===== config.mk =====
export PLATFORM = sky130hd
export DESIGN_NAME = rtv_regs_top
export DESIGN_NICKNAME = d
export VERILOG_FILES = /design/src/include/rtv_pkg.sv /design/src/logic/rtv_ramp.sv /design/src/logic/rtv_regs_top.sv
export VERILOG_INCLUDE_DIRS = /design/src /design/src/include
export SDC_FILE = /design/constraint.sdc
export NUM_CORES = 1
export LEC_CHECK = 0
export BUFFER_PORTS_ARGS = -buffer_cell sky130_fd_sc_hd__buf_2
export CAP_MARGIN = 20
export CELL_PAD_IN_SITES_DETAIL_PLACEMENT = 1
export CELL_PAD_IN_SITES_GLOBAL_PLACEMENT = 1
export CORE_MARGIN = 2
export CORE_UTILIZATION = 35
export CTS_BUF_LIST = sky130_fd_sc_hd__clkbuf_16
export DETAILED_ROUTE_END_ITERATION = 8
export HOLD_SLACK_MARGIN = 0.03
export PLACE_DENSITY = 0.75
export SYNTH_ARGS = -nofsm -noshare
export SYNTH_HDL_FRONTEND = slang
export SYNTH_SLANG_ARGS = --single-unit
export TNS_END_PERCENT = 1

===== constraint.sdc =====
create_clock -name sys_clk -period 7.35 [get_ports sys_clk]
set_input_delay 0.3675 -clock sys_clk [delete_from_list [all_inputs] [get_ports sys_clk]]
set_output_delay 0.3675 -clock sys_clk [all_outputs]
set_load 0.05 [all_outputs]

===== src/include/rtv_regs.svh =====
// Purpose: offsets, field positions, reset values and timing counts of the rail target block
// Assumes: byte-wide register port, 125 MHz sys_clk
// Notes: definitions only
`ifndef RTV_REGS_SVH
`define RTV_REGS_SVH

// page that holds this rail's registers
`define RTV_PAGE_RAIL 8'h03

// register offsets inside the page
`define RTV_ADDR_GAIN3 8'h76
`define RTV_ADDR_GAIN4 8'h77
`define RTV_ADDR_OFFSET 8'h80
`define RTV_ADDR_FIX_EN 8'h81
`define RTV_ADDR_FIX_LO 8'h82
`define RTV_ADDR_FIX_HI 8'h83

// field positions
`define RTV_GAIN_MSB 2
`define RTV_FIX_EN_BIT 0
`define RTV_FIX_HI_BIT 0
`define RTV_OFFSET_SIGN_BIT 7

// fixed reset values (gains and offset come from configuration storage)
`define RTV_RST_GAIN 3'h4
`define RTV_RST_FIX_EN 1'b0
`define RTV_RST_FIX_LO 8'h83
`define RTV_RST_FIX_HI 1'b0

// target code limits, code zero means output off
`define RTV_CODE_OFF 9'h000
`define RTV_CODE_MIN 9'h001
`define RTV_CODE_MAX 9'h1ff

// timing: one code step is 5 mV, slowest allowed ramp is 2.5 mV/us
`define RTV_CLK_PERIOD_NS 8
`define RTV_STEP_UV 5000
`define RTV_MIN_SLEW_UV_PER_US 2500
`define RTV_SLEW_DIVISOR 4
// longest step time rounds down to whole cycles
`define RTV_MAX_STEP_CYC ((`RTV_STEP_UV * 1000 / `RTV_MIN_SLEW_UV_PER_US) / `RTV_CLK_PERIOD_NS)

`endif


===== src/include/rtv_pkg.sv =====
// Purpose: types shared by the rail target block
// Assumes: nothing beyond the register header
// Notes: power states follow the processor's two-bit encoding
package rtv_pkg;

    // power state, full power is code zero
    typedef enum logic [1:0] {
        RTV_PS_FULL = 2'h0,
        RTV_PS_ONE = 2'h1,
        RTV_PS_TWO = 2'h2,
        RTV_PS_THREE = 2'h3
    } rtv_psi_t;

    // commands arriving from the processor voltage link decoder
    typedef struct packed {
        logic tgt_valid;
        logic [8:0] tgt_code;
        logic off_valid;
        logic psi_valid;
        rtv_psi_t psi;
    } rtv_proc_cmd_t;

    // what the regulation loop receives
    typedef struct packed {
        logic [8:0] target_code;
        logic target_off;
        rtv_psi_t psi;
        logic ramping;
        logic fixed_active;
    } rtv_loop_t;

endpackage


===== src/logic/rtv_ramp.sv =====
// Purpose: walk the target code toward its goal one code per step enable
// Assumes: step_en is a one-cycle pulse from the slew divider
// Notes: jump loads the goal at once, used for processor driven moves
`timescale 1ns/1ns
module rtv_ramp (
    // clock and reset
    input wire logic sys_clk,
    input wire logic rst,
    // control
    input wire logic [8:0] goal,
    input wire logic jump,
    input wire logic step_en,
    // state
    output logic [8:0] cur_r,
    output logic busy
);
    // one code per step, the loop never sees a bigger slow move
    always_ff @(posedge sys_clk) begin
        if (rst) begin
            cur_r <= 9'h000;
        end else if (jump) begin
            cur_r <= goal;
        end else if (step_en && cur_r < goal) begin
            cur_r <= cur_r + 9'h001;
        end else if (step_en && cur_r > goal) begin
            cur_r <= cur_r - 9'h001;
        end
    end

    assign busy = (cur_r != goal);
endmodule


===== src/logic/rtv_regs_top.sv =====
// Purpose: rail target registers, fixed target mode, host offset and slewed target
// Assumes: register port decoded from the serial host port, page number supplied alongside
// Notes: processor link and analog loop sit outside; tolerance input is asynchronous
`timescale 1ns/1ns
`include "rtv_regs.svh"

// Contract
// - gain fields are three bits, eight gain codes, unity code 100, reset value from configuration storage
// - phase four gain register same coding, upper five bits reserved read-only
// - gain and offset reset values come from configuration storage inputs
// - host offset is signed eight-bit, one target code step per count
// - offset ramps at quarter upward slew, never slower than 2.5 mV/us
// - offset write starts ramp and forces full power during it
// - after ramp done and in tolerance, earlier power state returns
// - processor power state command obeyed during offset, offset stays applied
// - processor off command drives target to zero regardless of offset
// - fixed enable bit zero switches fixed mode, other bits reserved, reset zero
// - fixed code nine bits, high register bit zero is its top bit
// - fixed mode output is 0.245 V plus 5 mV per code
// - fixed code zero is off, output 0 V
// - fixed mode ignores processor target packets and power state commands
// - fixed mode ignores the host offset
// - leaving fixed mode returns to last processor target and power state
// - entering or leaving fixed mode ramps at quarter upward slew
module rtv_regs_top (
    // clock and reset
    input wire logic sys_clk,
    input wire logic rst,
    // register port
    input wire logic [7:0] page_sel,
    input wire logic reg_wr,
    input wire logic reg_rd,
    input wire logic [7:0] reg_addr,
    input wire logic [7:0] reg_wdata,
    output logic [7:0] reg_rdata_r,
    // configuration storage defaults
    input wire logic [2:0] nvm_gain3,
    input wire logic [2:0] nvm_gain4,
    input wire logic [7:0] nvm_offset,
    // processor link
    input rtv_pkg::rtv_proc_cmd_t proc_cmd,
    input wire logic [15:0] up_slew_cyc,
    // analog status
    input wire logic vout_in_tol,
    // regulation loop
    output rtv_pkg::rtv_loop_t loop_out,
    output logic [2:0] gain3_code_r,
    output logic [2:0] gain4_code_r
);
    import rtv_pkg::*;

    typedef enum logic {
        RTV_SHIFT_IDLE,
        RTV_SHIFT_RAMP
    } rtv_shift_state_t;

    logic [7:0] offset_r;
    logic fix_en_r;
    logic [7:0] fix_lo_r;
    logic fix_hi_r;
    logic [8:0] fix_code_r;
    logic [8:0] tgt_code_r;
    logic off_r;
    logic jump_r;
    rtv_psi_t psi_r;
    rtv_psi_t psi_out_r;
    rtv_shift_state_t shift_state_r;
    rtv_shift_state_t shift_state_nxt;
    logic tol_meta_r;
    logic tol_sync_r;
    logic [17:0] step_cnt_r;
    logic [8:0] cur_code;
    logic ramp_busy;

    // register decode, only page 03h is ours
    wire page_ok = (page_sel == `RTV_PAGE_RAIL);
    wire wr_hit = reg_wr && page_ok;
    wire wr_gain3 = wr_hit && (reg_addr == `RTV_ADDR_GAIN3);
    wire wr_gain4 = wr_hit && (reg_addr == `RTV_ADDR_GAIN4);
    wire wr_offset = wr_hit && (reg_addr == `RTV_ADDR_OFFSET);
    wire wr_fix_en = wr_hit && (reg_addr == `RTV_ADDR_FIX_EN);
    wire wr_fix_lo = wr_hit && (reg_addr == `RTV_ADDR_FIX_LO);
    wire wr_fix_hi = wr_hit && (reg_addr == `RTV_ADDR_FIX_HI);

    // processor commands are dropped while fixed mode holds the rail
    wire tgt_take = proc_cmd.tgt_valid && !fix_en_r;
    wire off_take = proc_cmd.off_valid && !fix_en_r;
    wire psi_take = proc_cmd.psi_valid && !fix_en_r;

    // read mux, reserved bits come back zero
    wire [7:0] rd_mux =
        (reg_addr == `RTV_ADDR_GAIN3) ? {5'h00, gain3_code_r} :
        (reg_addr == `RTV_ADDR_GAIN4) ? {5'h00, gain4_code_r} :
        (reg_addr == `RTV_ADDR_OFFSET) ? offset_r :
        (reg_addr == `RTV_ADDR_FIX_EN) ? {7'h00, fix_en_r} :
        (reg_addr == `RTV_ADDR_FIX_LO) ? fix_lo_r :
        (reg_addr == `RTV_ADDR_FIX_HI) ? {7'h00, fix_hi_r} : 8'h00;

    // normal-mode goal: processor code plus signed offset, clamped to the code range
    // sum spans -128..638, so bit 9 means below zero for a negative offset, above 511 otherwise
    wire [9:0] offset_ext = {{2{offset_r[`RTV_OFFSET_SIGN_BIT]}}, offset_r};
    wire [9:0] norm_sum = {1'b0, tgt_code_r} + offset_ext;
    wire norm_neg = offset_r[`RTV_OFFSET_SIGN_BIT] && (norm_sum[9] || norm_sum == 10'h000);
    wire norm_big = !offset_r[`RTV_OFFSET_SIGN_BIT] && norm_sum[9];
    wire [8:0] norm_code = norm_neg ? `RTV_CODE_MIN : norm_big ? `RTV_CODE_MAX : norm_sum[8:0];

    // goal selection: fixed code wins, offset unused there, off forces zero
    wire [8:0] goal_code =
        fix_en_r ? fix_code_r :
        off_r ? `RTV_CODE_OFF : norm_code;

    // processor moves jump; offset and fixed-mode moves walk slowly
    wire ramp_jump = (tgt_take || off_take) && !wr_fix_en;

    // quarter of the upward slew, capped at the slowest allowed step time
    wire [17:0] quarter_cyc = {up_slew_cyc, 2'b00};
    wire [17:0] max_step_cyc = 18'(`RTV_MAX_STEP_CYC);
    wire [17:0] step_period = (quarter_cyc > max_step_cyc || quarter_cyc == 18'h00000) ? max_step_cyc : quarter_cyc;
    wire step_en = (step_cnt_r >= step_period - 18'h00001);

    // offset state machine wants the loop in full power until settled
    wire offset_start = wr_offset && !fix_en_r;
    wire offset_done = !ramp_busy && tol_sync_r;

    // gain registers; storage defaults are caught by the synchronous reset
    always_ff @(posedge sys_clk) begin
        if (rst) begin
            gain3_code_r <= nvm_gain3;
            gain4_code_r <= nvm_gain4;
        end else begin
            if (wr_gain3) begin
                gain3_code_r <= reg_wdata[`RTV_GAIN_MSB:0];
            end
            if (wr_gain4) begin
                gain4_code_r <= reg_wdata[`RTV_GAIN_MSB:0];
            end
        end
    end

    // offset and fixed-mode registers
    always_ff @(posedge sys_clk) begin
        if (rst) begin
            offset_r <= nvm_offset;
            fix_en_r <= `RTV_RST_FIX_EN;
            fix_lo_r <= `RTV_RST_FIX_LO;
            fix_hi_r <= `RTV_RST_FIX_HI;
        end else begin
            if (wr_offset) begin
                offset_r <= reg_wdata;
            end
            if (wr_fix_en) begin
                fix_en_r <= reg_wdata[`RTV_FIX_EN_BIT];
            end
            if (wr_fix_lo) begin
                fix_lo_r <= reg_wdata;
            end
            if (wr_fix_hi) begin
                fix_hi_r <= reg_wdata[`RTV_FIX_HI_BIT];
            end
        end
    end

    // applied fixed code moves only on the high-byte write, so a low-then-high
    // pair never shows a mixed code; a lone low-byte write waits for the high byte
    always_ff @(posedge sys_clk) begin
        if (rst) begin
            fix_code_r <= {`RTV_RST_FIX_HI, `RTV_RST_FIX_LO};
        end else if (wr_fix_hi) begin
            fix_code_r <= {reg_wdata[`RTV_FIX_HI_BIT], fix_lo_r};
        end
    end

    // last processor target and power state, kept across fixed mode
    always_ff @(posedge sys_clk) begin
        if (rst) begin
            tgt_code_r <= `RTV_CODE_OFF;
            off_r <= 1'b1;
            psi_r <= RTV_PS_FULL;
        end else begin
            if (tgt_take) begin
                tgt_code_r <= proc_cmd.tgt_code;
                off_r <= 1'b0;
            end else if (off_take) begin
                off_r <= 1'b1;
            end
            if (psi_take) begin
                psi_r <= proc_cmd.psi;
            end
        end
    end

    // read data register, answers one cycle after the strobe
    always_ff @(posedge sys_clk) begin
        if (rst) begin
            reg_rdata_r <= 8'h00;
        end else if (reg_rd) begin
            reg_rdata_r <= page_ok ? rd_mux : 8'h00;
        end
    end

    // tolerance comes from the analog side, two flops before use
    always_ff @(posedge sys_clk) begin
        if (rst) begin
            tol_meta_r <= 1'b0;
            tol_sync_r <= 1'b0;
        end else begin
            tol_meta_r <= vout_in_tol;
            tol_sync_r <= tol_meta_r;
        end
    end

    // slew divider; a slow step also restarts on any jump
    always_ff @(posedge sys_clk) begin
        if (rst || step_en || ramp_jump) begin
            step_cnt_r <= 18'h00000;
        end else begin
            step_cnt_r <= step_cnt_r + 18'h00001;
        end
    end

    // offset ramp tracking: a processor power command ends the forced state
    always_comb begin
        shift_state_nxt = shift_state_r;
        unique case (shift_state_r)
            RTV_SHIFT_IDLE: begin
                if (offset_start) begin
                    shift_state_nxt = RTV_SHIFT_RAMP;
                end
            end
            RTV_SHIFT_RAMP: begin
                if (psi_take || fix_en_r) begin
                    shift_state_nxt = RTV_SHIFT_IDLE;
                end else if (offset_done && !offset_start) begin
                    shift_state_nxt = RTV_SHIFT_IDLE;
                end
            end
        endcase
    end

    always_ff @(posedge sys_clk) begin
        if (rst) begin
            shift_state_r <= RTV_SHIFT_IDLE;
        end else begin
            shift_state_r <= shift_state_nxt;
        end
    end

    // processor jump waits one cycle so the goal already holds the new code
    always_ff @(posedge sys_clk) begin
        if (rst) begin
            jump_r <= 1'b0;
        end else begin
            jump_r <= ramp_jump;
        end
    end

    // power state shown to the loop, registered
    always_ff @(posedge sys_clk) begin
        if (rst) begin
            psi_out_r <= RTV_PS_FULL;
        end else begin
            psi_out_r <= (shift_state_r == RTV_SHIFT_RAMP) ? RTV_PS_FULL : psi_r;
        end
    end

    rtv_ramp u_ramp (
        .sys_clk(sys_clk),
        .rst(rst),
        .goal(goal_code),
        .jump(jump_r),
        .step_en(step_en),
        .cur_r(cur_code),
        .busy(ramp_busy)
    );

    // loop outputs; code zero is off, any other code is 0.245 V plus 5 mV per step
    assign loop_out.target_code = cur_code;
    assign loop_out.target_off = (cur_code == `RTV_CODE_OFF);
    assign loop_out.psi = psi_out_r;
    assign loop_out.ramping = ramp_busy;
    assign loop_out.fixed_active = fix_en_r;

    // checks next to the logic
    a_page_gate_write: assert property (
        @(posedge sys_clk) disable iff (rst)
        (reg_wr && !page_ok) |=> $stable(offset_r) && $stable(fix_en_r) && $stable(gain3_code_r))
        else $error("write outside page changed a register");

    a_rsvd_read_zero: assert property (
        @(posedge sys_clk) disable iff (rst)
        (reg_rd && page_ok && reg_addr == `RTV_ADDR_GAIN4) |=> (reg_rdata_r[7:3] == 5'h00)
            && (reg_rdata_r[2:0] == gain4_code_r))
        else $error("gain readback wrong or reserved bits set");

    a_gain_write_low: assert property (
        @(posedge sys_clk) disable iff (rst)
        wr_gain3 |=> (gain3_code_r == $past(reg_wdata[2:0])))
        else $error("gain write not stored");

    a_offset_full_power: assert property (
        @(posedge sys_clk) disable iff (rst)
        (offset_start && !psi_take) |=> (shift_state_r == RTV_SHIFT_RAMP) ##1 (psi_out_r == RTV_PS_FULL))
        else $error("offset write did not force full power");

    a_offset_state_restore: assert property (
        @(posedge sys_clk) disable iff (rst)
        (shift_state_r == RTV_SHIFT_RAMP && offset_done && !offset_start && !psi_take && !fix_en_r)
            |=> (shift_state_r == RTV_SHIFT_IDLE) ##1 (psi_out_r == $past(psi_r, 2)))
        else $error("power state not restored after offset ramp");

    a_psi_obeyed: assert property (
        @(posedge sys_clk) disable iff (rst)
        (psi_take && !offset_start) |-> ##2 (psi_out_r == $past(proc_cmd.psi, 2)))
        else $error("processor power state not obeyed");

    a_off_zero_goal: assert property (
        @(posedge sys_clk) disable iff (rst)
        (off_r && !fix_en_r) |-> (goal_code == `RTV_CODE_OFF))
        else $error("off command left a nonzero goal");

    a_fix_ignores_proc: assert property (
        @(posedge sys_clk) disable iff (rst)
        fix_en_r |=> $stable(tgt_code_r) && $stable(psi_r) && $stable(off_r))
        else $error("processor command taken in fixed mode");

    a_fix_goal_code: assert property (
        @(posedge sys_clk) disable iff (rst)
        fix_en_r |-> (goal_code == fix_code_r))
        else $error("fixed mode goal not the fixed code");

    a_fix_code_whole: assert property (
        @(posedge sys_clk) disable iff (rst)
        $changed(fix_code_r) |-> $past(wr_fix_hi))
        else $error("fixed code changed without high byte write");

    a_ramp_one_step: assert property (
        @(posedge sys_clk) disable iff (rst)
        (!$past(jump_r) && $changed(cur_code)) |-> $past(step_en)
            && ((cur_code == $past(cur_code) + 9'h001) || (cur_code == $past(cur_code) - 9'h001)))
        else $error("slow ramp moved more than one code");

    a_step_period_cap: assert property (
        @(posedge sys_clk) disable iff (rst)
        step_cnt_r < max_step_cyc)
        else $error("slew step slower than the minimum rate");
endmodule


==> impl_metrics.ini <==
[layout]
final_common_cell = buf_2
drive_gt1_share_pct = 21.41
syn_to_final_growth_pct = 19.62
fin_nets = 810
layout_common_cells = 100 x buf_2, 71 x dfxtp_1, 66 x nand2_1
stdcell_count = 881
fillers = 1764

[clock_network]
clkSinkCount = 85
ctsResizeCount = 0
cts_buffers = 9
cts_htree_levels = 3
cts_tree = yes
ctsHoldBuffers = 0
root_buffer = clkbuf_16
path_clk_slew_ps = 70
postCtsSetupBuffers = 0
clk-insertion-delay-late_ps = 350
clockBufferDepth = 2

[worst_setup_path]
crit_type = reg2reg
crit_start = offset_r[3]$_DFFE_PP_
crit_path_frequent_cell = o21ai_0
cp-end-kind = flop
cp_max_fo = 9
cp.required_ps = 7570
cp.arrival_ps = 6320
rr_worst_depth = 27
cp_slowest_cell = fa_1
r2r-start = offset_r[3]$_DFFE_PP_
max_stage_delay_ps = 500
cp-start-kind = flop

[timing]
finalCriticalPeriod_ps = 6097
finalCritPeriodShare_pct = 82.96
setup_viol = 0
fmax_ghz = 0.1640
final-hold-violation-count = 0
rsz0062_at_grt = no
layout_setup_ws_ps = 1253
slew_headroom_pct = 33.17
totalNegativeSetupSlack_ps = 0
worst_pin_slew_ps = 998.8
finalClockSkew_ps = 6.406
drv_slew = 0

[placed_design]
gp_congestion = 0.8272
port-buffer-count = 100
dp.cells = 861
dp_hpwl_um = 11520
post-place-ws_ps = 1284

[job]
maxCapViolCount = 0

[route]
drt_iter0_markers = 112
drtPass1Iterations = 4
routed_wl_um = 14530
viasPerCell = 5.319
wl_per_cell_um = 16.50
vias = 4686
route.detailed.drc = 0
postRouteAntennaNets = 0

[power_and_ir_drop]
p_leak_nw = 2.632
vdd_drop_max_mv = 0.09892
p_per_area_nw_per_um2 = 197.3

[global_route]
antenna_found_initial = 1
grt_pass1_wl_um = 24100
grt_max_degree = 70
grt.overflow.total = 0
busiest_layer = met2
grt_use_met2_pct = 34.35
grt_pass1_vias = 4972
use_met1_pct = 21.44
met3_usage_pct = 3.483
grtUsageTotal_pct = 18.60

[synth]
synth_ff_type = dfxtp_1
postSynthAreaPerCell_um2 = 8.869
seq_area_frac_synth_pct = 35.26
synth.cell_area_um2 = 5224
syn_inst = 589
synth_warnings = 0
ys_types = 65
async_reset_ff_share_pct = 0
synth_edf_count = 14
ys_ff_latch = 85

[hold_path]
hold_path_startpoint = vout_in_tol
hold_path_class = in2reg
hold_depth = 2

[die]
die-area_um2 = 15920
chipHeight_um = 126.2
start_util_pct = 35.94
boundaryPins = 101
core_um2 = 14530
rows = 44
die_w_um = 126.2

[status]
status = finished, final reports clean
cells in the mapped netlist, drive strengths merged, types with 15 or more instances:
cell,count,share of area (%)
o21ai,25,2.4
xnor2,16,2.7
nor2b,19,2.3
nor2,71,6.3
ha,44,11
nand2,66,4.7
a21oi,38,3.6
dfxtp,71,27
xor2,15,2.5
mux2i,17,3.3
nand3,23,2.2
routing by layer:
layer	up-vias	share of wire (%)
met2	116	52
met1	2247	42
met5	-	0
met3	18	4.4
met4	0	1.7
li1	2305	-
critical path, delay by kind of cell (launching register included):
family	cells	cell delay, ps
AO/OA/AOI/OAI	15	2600
adder cells (fa/ha/maj)	4	1490
AND/OR/NAND/NOR	6	1050
multiplexers	2	410
flip-flops	1	390
report_power, final:
group	switching (mW)	internal (mW)
sequential	0.0140	0.489
combinational	0.143	0.0891
clock	0.197	0.300
cells by family (layout without fill, tap and decap cells):
group / count (synthesis) / count (layout) / synth area share, %
simple gates: 239 / 239 / 23.55
xor+xnor: 31 / 31 / 5.198
other cells: 1 / 11 / 0.07179
buf+inv: 35 / 133 / 3.162
compound gates: 124 / 124 / 15.62
mux: 28 / 28 / 5.844
fa+ha+maj: 46 / 46 / 11.31
flops: 85 / 85 / 35.26
layout make-up:
type	instances	area, um2	area share (%)
tap	184	230.2	3.684
clock inverter	7	97.59	1.562
multi-input combinational	478	3251	52.02
sequential	85	1842	29.48
antenna	1	2.502	0.04005
clock buffer	9	225.2	3.604
inverter	12	45.04	0.7209
timing repair buffer	105	555.5	8.891
flip-flops by register name (all words and copies together), names as in the netlist:
register / flops
fix_code_r: 8
fix_en_r: 1
fix_hi_r: 1
fix_lo_r: 8
gain3_code_r: 3
gain4_code_r: 3
jump_r: 1
off_r: 1
offset_r: 8
psi_out_r: 2
psi_r: 2
reg_rdata_r: 8
shift_state_r: 1
step_cnt_r: 18
tgt_code_r: 9
tol_meta_r: 1
tol_sync_r: 1
u_ramp.cur_r: 9
worst paths after layout:
path	slack [ps]	endpoint
setup / recovery	1250	u_ramp.cur_r[8]$_SDFFE_PP0P_
hold / removal	240	tol_meta_r$_SDFF_PP0_
setup reg to reg	1250	u_ramp.cur_r[8]$_SDFFE_PP0P_
hold reg to reg	450	tol_sync_r$_SDFF_PP0_
per-stage QoR:
step           cell area, um2  power, mW  util (%)  hold WS, ps
5_1_grt                  6246      1.289     42.98        253.5
3_5_place_dp             5883     0.7437     40.48        430.6
6_report                 6248      1.233     42.99        236.7
4_1_cts                  6206      1.246     42.70        232.7
3_3_place_gp             5883     0.7356     40.48        426.0
2_1_floorplan            5258     0.6755         -        413.8
Power figures use the tool's default switching activity.
